## src/rtl/cfms_map.vh

```
// register offsets, field layout and reset values of the filter mask select block
`ifndef CFMS_MAP_VH
`define CFMS_MAP_VH
`define CFMS_SEL_OFFSET 12'h000
`define CFMS_SEL_RESET 16'h0000
`define CFMS_FIELD_W 2
`define CFMS_FIRST_FILTER 8
`define CFMS_NUM_FILTERS 8
`define CFMS_SRC_MASK0 2'h0
`define CFMS_SRC_MASK1 2'h1
`define CFMS_SRC_MASK2 2'h2
`define CFMS_SRC_RSVD 2'h3
`endif

```

## src/rtl/cfms_filter_mask_select_hi.v

```verilog
// mask source select for acceptance filters 8 to 15, with apb register and mask compare
//
// Overview of operation
// RULE_01: Bits 15-14 hold the filter 15 mask source and filter 15 compares with that mask set.
// RULE_02: Value 10 selects mask set 2, and 11 is reserved and must not be written by software.
// RULE_03: Value 01 selects mask set 1 for the associated filter.
// RULE_04: Value 00 selects mask set 0 for the associated filter.
// RULE_05: Bits 13-12 hold the filter 14 mask source with the same encoding.
// RULE_06: Bits 11-10 hold the filter 13 mask source with the same encoding.
// RULE_07: Bits 9-8 hold the filter 12 mask source with the same encoding.
// RULE_08: Bits 7-6, 5-4, 3-2 and 1-0 hold filters 11, 10, 9 and 8 with the same encoding.
// RULE_09: A mask bit of one includes the identifier bit in the compare, zero makes it don't-care.
// RULE_10: All fields are read/write and reset to zero so every filter starts on mask 0.
//
// The address map and the APB interface to the registers were decided locally.
`include "cfms_map.vh"

module cfms_filter_mask_select_hi #(
  parameter ID_W = 29
) (
  input wire pclk,
  input wire presetn,
  input wire psel,
  input wire penable,
  input wire pwrite,
  input wire [11:0] paddr,
  input wire [31:0] pwdata,
  input wire [3:0] pstrb,
  output reg [31:0] prdata,
  output reg pready,
  output reg pslverr,
  input wire [ID_W-1:0] mask0,
  input wire [ID_W-1:0] mask1,
  input wire [ID_W-1:0] mask2,
  input wire [ID_W*8-1:0] filter_ids,
  input wire [ID_W-1:0] msg_id,
  output reg [7:0] filter_hit,
  output reg [15:0] selected_mask_source
);

  // the select register: eight two-bit mask source fields, filter 8 in the lowest pair
  reg [15:0] filter_mask_select_hi;
  // hit vector from the compare, registered into filter_hit
  reg [7:0] next_hit;
  // next values of the apb answer, registered so the bus sees flip-flop outputs
  reg next_pready;
  reg next_pslverr;
  reg [31:0] next_prdata;
  // next value of the select register after a completed write
  reg [15:0] next_select;

  // register word address as a full-width constant, so the decode compares equal widths
  wire [11:0] sel_base = `CFMS_SEL_OFFSET;

  // picks the mask set named by a two-bit source field; reserved value gives an all-zero mask
  function [ID_W-1:0] pick_mask;
    input [1:0] src;
    input [ID_W-1:0] m0;
    input [ID_W-1:0] m1;
    input [ID_W-1:0] m2;
    begin
      case (src)
        // RULE_04: zero picks mask0
        `CFMS_SRC_MASK0: pick_mask = m0;
        // RULE_03: one picks mask1
        `CFMS_SRC_MASK1: pick_mask = m1;
        // RULE_02: two picks mask2
        `CFMS_SRC_MASK2: pick_mask = m2;
        default: pick_mask = {ID_W{1'b0}};
      endcase
    end
  endfunction

  // masked equality: only identifier bits whose mask bit is one take part
  function masked_equal;
    input [ID_W-1:0] a;
    input [ID_W-1:0] b;
    input [ID_W-1:0] m;
    begin
      // RULE_09: mask one compares, zero ignores
      masked_equal = (((a ^ b) & m) == {ID_W{1'b0}});
    end
  endfunction

  // one filter's verdict; a reserved source never matches, so a stray 11 fails safe
  function filter_match;
    input [1:0] src;
    input [ID_W-1:0] fid;
    input [ID_W-1:0] id;
    input [ID_W-1:0] m0;
    input [ID_W-1:0] m1;
    input [ID_W-1:0] m2;
    begin
      // RULE_02: reserved code gives no hit
      filter_match = (src != `CFMS_SRC_RSVD) &&
        masked_equal(fid, id, pick_mask(src, m0, m1, m2));
    end
  endfunction

  // byte-lane merge: lane 0 carries bits 7:0 and lane 1 bits 15:8; lanes 2 and 3 hold nothing
  function [15:0] merge_lanes;
    input [15:0] old;
    input [15:0] wdata;
    input [1:0] strb;
    begin
      merge_lanes = old;
      if (strb[0]) begin
        merge_lanes[7:0] = wdata[7:0];
      end
      if (strb[1]) begin
        merge_lanes[15:8] = wdata[15:8];
      end
    end
  endfunction

  // apb phases: the slave answers one edge after setup, so the access phase has one cycle
  wire apb_setup = psel & ~penable;
  wire apb_done = psel & penable & pready;
  // low two address bits are ignored: the register is one aligned word
  wire sel_hit = (paddr[11:2] == sel_base[11:2]);

  // field wires; the compare reads these so each field has one named home
  // RULE_01: filter 15 field
  wire [1:0] filter15_mask_source = filter_mask_select_hi[15:14];
  // RULE_05: filter 14 field
  wire [1:0] filter14_mask_source = filter_mask_select_hi[13:12];
  // RULE_06: filter 13 field
  wire [1:0] filter13_mask_source = filter_mask_select_hi[11:10];
  // RULE_07: filter 12 field
  wire [1:0] filter12_mask_source = filter_mask_select_hi[9:8];
  // RULE_08: filters 11 to 8 fields
  wire [1:0] filter11_mask_source = filter_mask_select_hi[7:6];
  wire [1:0] filter10_mask_source = filter_mask_select_hi[5:4];
  wire [1:0] filter9_mask_source = filter_mask_select_hi[3:2];
  wire [1:0] filter8_mask_source = filter_mask_select_hi[1:0];

  // filter identifiers, filter 8 in the lowest slice of the packed bus
  wire [ID_W-1:0] filter8_id = filter_ids[0 +: ID_W];
  wire [ID_W-1:0] filter9_id = filter_ids[ID_W +: ID_W];
  wire [ID_W-1:0] filter10_id = filter_ids[2*ID_W +: ID_W];
  wire [ID_W-1:0] filter11_id = filter_ids[3*ID_W +: ID_W];
  wire [ID_W-1:0] filter12_id = filter_ids[4*ID_W +: ID_W];
  wire [ID_W-1:0] filter13_id = filter_ids[5*ID_W +: ID_W];
  wire [ID_W-1:0] filter14_id = filter_ids[6*ID_W +: ID_W];
  wire [ID_W-1:0] filter15_id = filter_ids[7*ID_W +: ID_W];

  // per-filter masked compare; bit k of the hit vector belongs to filter 8+k
  always @* begin
    next_hit = 8'h00;
    next_hit[0] = filter_match(filter8_mask_source, filter8_id, msg_id, mask0, mask1, mask2);
    next_hit[1] = filter_match(filter9_mask_source, filter9_id, msg_id, mask0, mask1, mask2);
    next_hit[2] = filter_match(filter10_mask_source, filter10_id, msg_id, mask0, mask1, mask2);
    next_hit[3] = filter_match(filter11_mask_source, filter11_id, msg_id, mask0, mask1, mask2);
    next_hit[4] = filter_match(filter12_mask_source, filter12_id, msg_id, mask0, mask1, mask2);
    next_hit[5] = filter_match(filter13_mask_source, filter13_id, msg_id, mask0, mask1, mask2);
    next_hit[6] = filter_match(filter14_mask_source, filter14_id, msg_id, mask0, mask1, mask2);
    next_hit[7] = filter_match(filter15_mask_source, filter15_id, msg_id, mask0, mask1, mask2);
  end

  // apb answer: ready for one cycle after setup, error for any other word address
  always @* begin
    next_pready = apb_setup;
    next_pslverr = apb_setup & ~sel_hit;
    next_prdata = 32'h00000000;
    // read data stands only while pready is high, zero otherwise
    if (apb_setup & ~pwrite & sel_hit) begin
      next_prdata = {16'h0000, filter_mask_select_hi};
    end
  end

  // a write lands only at the edge that completes the access phase
  always @* begin
    next_select = filter_mask_select_hi;
    if (apb_done & pwrite & sel_hit) begin
      next_select = merge_lanes(filter_mask_select_hi, pwdata[15:0], pstrb[1:0]);
    end
  end

  // apb answer registers
  always @(posedge pclk or negedge presetn) begin
    if (!presetn) begin
      pready <= 1'b0;
      pslverr <= 1'b0;
      prdata <= 32'h00000000;
    end else begin
      pready <= next_pready;
      pslverr <= next_pslverr;
      prdata <= next_prdata;
    end
  end

  // RULE_10: fields clear at reset
  always @(posedge pclk or negedge presetn) begin
    if (!presetn) begin
      filter_mask_select_hi <= `CFMS_SEL_RESET;
    end else begin
      filter_mask_select_hi <= next_select;
    end
  end

  // outputs registered so downstream logic sees glitch-free values; one cycle of latency
  always @(posedge pclk or negedge presetn) begin
    if (!presetn) begin
      filter_hit <= 8'h00;
      selected_mask_source <= `CFMS_SEL_RESET;
    end else begin
      filter_hit <= next_hit;
      selected_mask_source <= filter_mask_select_hi;
    end
  end

endmodule

```

## config.mk

```make
export PLATFORM = sky130hd
export DESIGN_NAME = cfms_filter_mask_select_hi
export DESIGN_NICKNAME = d
export VERILOG_FILES = /design/src/rtl/cfms_filter_mask_select_hi.v
export VERILOG_INCLUDE_DIRS = /design/src /design/src/rtl
export SDC_FILE = /design/constraint.sdc
export NUM_CORES = 1
export LEC_CHECK = 0
export BUFFER_PORTS_ARGS = -buffer_cell sky130_fd_sc_hd__buf_2
export CORE_AREA = 2 2 178 180
export CTS_CLUSTER_SIZE = 25
export DETAILED_ROUTE_END_ITERATION = 6
export DIE_AREA = 0 0 180 182
export GPL_TIMING_DRIVEN = 1
export SYNTH_ARGS = -nofsm -noshare
export SYNTH_HDL_FRONTEND = slang
export SYNTH_SLANG_ARGS = --single-unit
```

## constraint.sdc

```tcl
create_clock -name pclk -period 2.64 [get_ports pclk]
set_clock_uncertainty 0.2 [all_clocks]
set_input_delay 0.264 -clock pclk [delete_from_list [all_inputs] [get_ports pclk]]
set_output_delay 0.264 -clock pclk [all_outputs]
set_load 0.01 [all_outputs]
```

After elaboration in Yosys (flattened, before gate mapping)
Cells that the tools add are included.

Input bits: 401. Register bits after elaboration: 74.

Muxes and demuxes: 9. Bitwise operators: 27. Equality and inequality tests: 24. Reduce and logical (&&, ||, !) cells: 27.

Operators by type and width (number): 29-bit one-hot mux with 3 select lines (8); 29-bit AND (8); 29-bit zero test (8); 29-bit XOR (8); 2-bit by 1-bit == test with 1-bit output, second input constant (8); 2-bit == test, second input constant (8); 2-bit zero test (8); 16-bit two-way mux (1); 2-bit inequality test, second input constant (8); 10-bit zero test (1); 1-bit AND (8); 1-bit logical AND (8); 2-bit AND reduction (2); 1-bit inverter (3).

Longest topological paths before layout
Word-level depth: 5. Gate-level depth with buffers: 8. Depth with buffers taken out: 6.

Worst setup path after synthesis
No wires, ideal clock.

Path kind: reg-to-reg. Start: register filter_mask_select_hi[15]. End: register filter_hit[7]. Path buffers: 2. Slack: 0.602 ns. Setup time: 0.087 ns. Required time: 2.353 ns. Stages on the path, launching flop included: 8. Arrival: 1.751 ns. Cells stage by stage: dfrtp_1 > buf_6 > buf_6 > mux2_1 > a22oi_1 > nand4_1 > a2111o_1 > a211oi_2.

Word-level cells in the longest chain between the ends: 5.

RTL lines: start, declared (line cfms_filter_mask_select_hi.v:42) `reg [15:0] filter_mask_select_hi;`; start signal, assigned (line cfms_filter_mask_select_hi.v:195) `` filter_mask_select_hi <= `CFMS_SEL_RESET; ``; start signal, assigned (line cfms_filter_mask_select_hi.v:197) `filter_mask_select_hi <= next_select;`; 2-bit == test, or another cell as far along (line cfms_filter_mask_select_hi.v:62) `case (src)`; 29-bit one-hot mux with 3 select lines (line cfms_filter_mask_select_hi.v:62); 29-bit AND (line cfms_filter_mask_select_hi.v:81) `masked_equal = (((a ^ b) & m) == {ID_W{1'b0}});`; 29-bit zero test (line cfms_filter_mask_select_hi.v:81); 1-bit logical AND * (line cfms_filter_mask_select_hi.v:95) `` filter_match = (src != `CFMS_SRC_RSVD) && ``; named net next_hit[7] (line cfms_filter_mask_select_hi.v:44) `reg [7:0] next_hit;`; end signal, assigned (line cfms_filter_mask_select_hi.v:207) `filter_hit <= next_hit;`; end, declared (line cfms_filter_mask_select_hi.v:37) `output reg [7:0] filter_hit,`.

Mark *: on every way through the listed nets, which the timed path passes. The rest lies on a longest branch. A chain may end at the register's enable or synchronous reset.

Worst setup path after layout
Start: register filter_mask_select_hi[6]. End: register filter_hit[3].

Same word-level chain as after synthesis.

==> impl_metrics.yaml <==
outcome:
  outcome: "finished clean"
setup_path:
  critPathKind: "reg2reg"
  cp-start-kind: "flop"
  path_cells: "buf_12 -> buf_4 -> mux2_2 -> a22oi_1 -> nand4_1 -> a21oi_1 -> nor4bb_4 -> buf_4"
  crit_fanout: 53
  worst_path_most_repeated_cell: "buf_4"
  reg2reg_depth: 8
  arrival_ns: 2.66
  cp_slowest_stage_delay_ns: 0.41
  cp_slowest_cell: "dfrtp_1"
  worst_ep_required_time_ns: 2.75
  end_kind: "flop"
sta:
  slew_headroom_pct: 40.0
  rsz0062_at_grt: "yes"
  final_max_slew_viol_count: 0
  fin_crit_ns: 2.55
  worst_pin_slew_ns: 0.900
  clock.fmax_ghz: 0.392
  hold_viol_final: 0
  finalCritPeriodShare_pct: 96.6
  fin_ws_ns: 0.0886
  setup_viol_count_final: 0
  tns_ns: 0
  hold_ws_ns: 0.0984
clocking:
  clk_latency_ns: 0.37
  cts_root_buf: "clkbuf_16"
  clk_path_buf_depth: 2
  cts_tree: "built"
  cts_buffers: 9
  cts-htree-levels: 3
  clkSinkCount: 58
  clk_pin_slew_worst_paths_ns: 0.07
  post_cts_buffers: 0
global_route:
  grt_pass1_vias: 13580
  grt_overflow: 0
  grt_start_max_net_pins: 63
  grt_first_pass_wirelength_um: 102000
  antenna_found_initial: 5
  grt.total_usage_pct: 44.8
hold_path:
  hold_path.class: "in2reg"
  hold_path_depth: 4
synthesis:
  ys_ff_latch: 58
  synth.distinct_cells: 32
  ys_seq_area_share_pct: 12.6
  yosysWarningCount: 0
  synthCells: 1405
  synth.avg_cell_area_um2: 8.23
  synth_area_um2: 11600
cells_and_area:
  fin_util_pct: 48.6
  area_growth_pct: 30.3
  final_common_cell: "buf_2"
  drive_above_1_share_pct: 39.6
  layout_common_cells: "buf_2, a21oi_1, nand2b_1, xnor2_1, mux2_2"
  final_area_um2: 15100
  fin_nets: 2240
die:
  fp-row-count: 65
  die_height_um: 182
  start_util_pct: 37.3
  io_pins: 459
  core_um2: 31000
  die_x_um: 180
  dieArea_um2: 32800
placed_design:
  io_buffers: 422
  place_ws_ns: -0.0687
  hpwl_um: 53900
  placed_cell_area_um2: 14500
  place_congestion: 1.00
flow_run:
  cap_violations: 0
detailed_routing:
  wl_per_cell_um: 34.0
  route.antenna.remaining_nets: 0
  drc_errors: 0
  routed_wl_um: 76500
  vias_per_cell: 6.26
  drt_iter0_markers: 1991
  dr.pass1.iters: 5
  vias: 14087
power:
  power.density_nw_per_um2: 313
  ir_drop_uv: 313
  power.leakage_uw: 0.00651
## what timing repair did
action / in CTS / in global routing
setup endpoints to repair: 2 / 2
hold buffers: 19 / 0
gates resized for setup: 2 / 5
endpoints found under the hold margin: 75 / 0
## cell usage after synthesis
| cell | instances | share of area (%) |
|---|---|---|
| nand2_1 | 18 | 0.58 |
| mux2i_1 | 8 | 0.69 |
| mux2_2 | 186 | 18 |
| nand3_1 | 1 | 0.043 |
| o41ai_1 | 8 | 0.61 |
| and2_1 | 17 | 0.92 |
| a2111o_1 | 1 | 0.097 |
| nand2b_1 | 225 | 12 |
| a211oi_2 | 1 | 0.11 |
| clkbuf_1 | 40 | 1.3 |
| nor2b_1 | 1 | 0.054 |
| nand4_1 | 34 | 1.8 |
| a22o_1 | 35 | 2.7 |
| a22oi_1 | 56 | 3.6 |
| a221oi_1 | 28 | 2.1 |
| mux2_1 | 46 | 4.5 |
| buf_6 | 22 | 2.1 |
| a2111oi_0 | 8 | 0.61 |
| buf_4 | 20 | 1.3 |
| o21ai_0 | 9 | 0.39 |
| a21oi_1 | 231 | 10 |
| nor4bb_1 | 7 | 0.61 |
| nor2_1 | 9 | 0.29 |
| conb_1 | 1 | 0.032 |
| buf_2 | 51 | 2.2 |
| dfrtp_1 | 58 | 13 |
| nor4_1 | 42 | 2.3 |
| o21bai_1 | 8 | 0.52 |
| xnor2_1 | 224 | 17 |
| nor3b_1 | 1 | 0.065 |
| xor2_1 | 8 | 0.61 |
| buf_1 | 1 | 0.032 |
## per-stage QoR
stage	power, uW	instances
final	4720	2250
after global routing	4820	2246
after CTS	4610	2246
after detailed placement	3150	2211
after global placement	3150	2211
after floorplan	1980	1420
## critical path, delay by kind of cell, from the launching register on
kind | cells | cell delay [ns]
AND/OR/NAND/NOR | 2 | 0.52
multiplexers | 1 | 0.32
flip-flops | 1 | 0.41
AO/OA/AOI/OAI | 2 | 0.42
buffers and inverters | 3 | 0.57
## layer usage
metal	wire, um	vias to the layer above	global-route usage, %
li1	-	5965	-
met1	28400	6631	54.3
met2	33100	1162	68.6
met3	8510	327	11.0
met4	6490	2	33.8
met5	13	-	0
## where the power goes
part	switching [uW]	total (uW)	leakage (uW)	internal, uW
Sequential	0.720	891	0.000807	891
Clock	540	1440	0.000165	904
Combinational	1440	2380	0.00553	938
Total	1980	4720	0.00651	2730
## cell families after synthesis
group	count (synthesis)	share of synthesized area, %
xor+xnor	232	17.6
compound gates	385	20.7
mux	240	23.3
simple gates	355	18.8
other cells	1	0.0324
buf+inv	134	6.98
flops	58	12.6
## registers in the layout, indices dropped and copies added, names as in the netlist
register / flops
filter_mask_select_hi: 16
prdata: 16
selected_mask_source: 16
filter_hit: 8
pready: 1
pslverr: 1
## worst paths after layout
kind,start,to,slack [ns]
min in group asynchronous,presetn,selected_mask_source[8],0.38
max reg2reg,filter_mask_select_hi[6],filter_hit[3],0.09
max,filter_mask_select_hi[6],filter_hit[3],0.09
max in group asynchronous,presetn,filter_mask_select_hi[8],1.25
min,paddr[11],pslverr,0.1
min reg2reg,filter_mask_select_hi[3],selected_mask_source[3],0.25
## cell type report
| class | instances | area [um^2] |
|---|---|---|
| Clock inverter | 4 | 72.6 |
| Antenna cell | 4 | 10.0 |
| Clock buffer | 12 | 267 |
| Multi-Input combinational cell | 1228 | 9410 |
| Sequential cell | 58 | 1450 |
| Tap cell | 402 | 503 |
| Timing Repair Buffer | 542 | 3350 |
| Fill cell | 3209 | 15900 |
(Power assumes the default switching activity.)
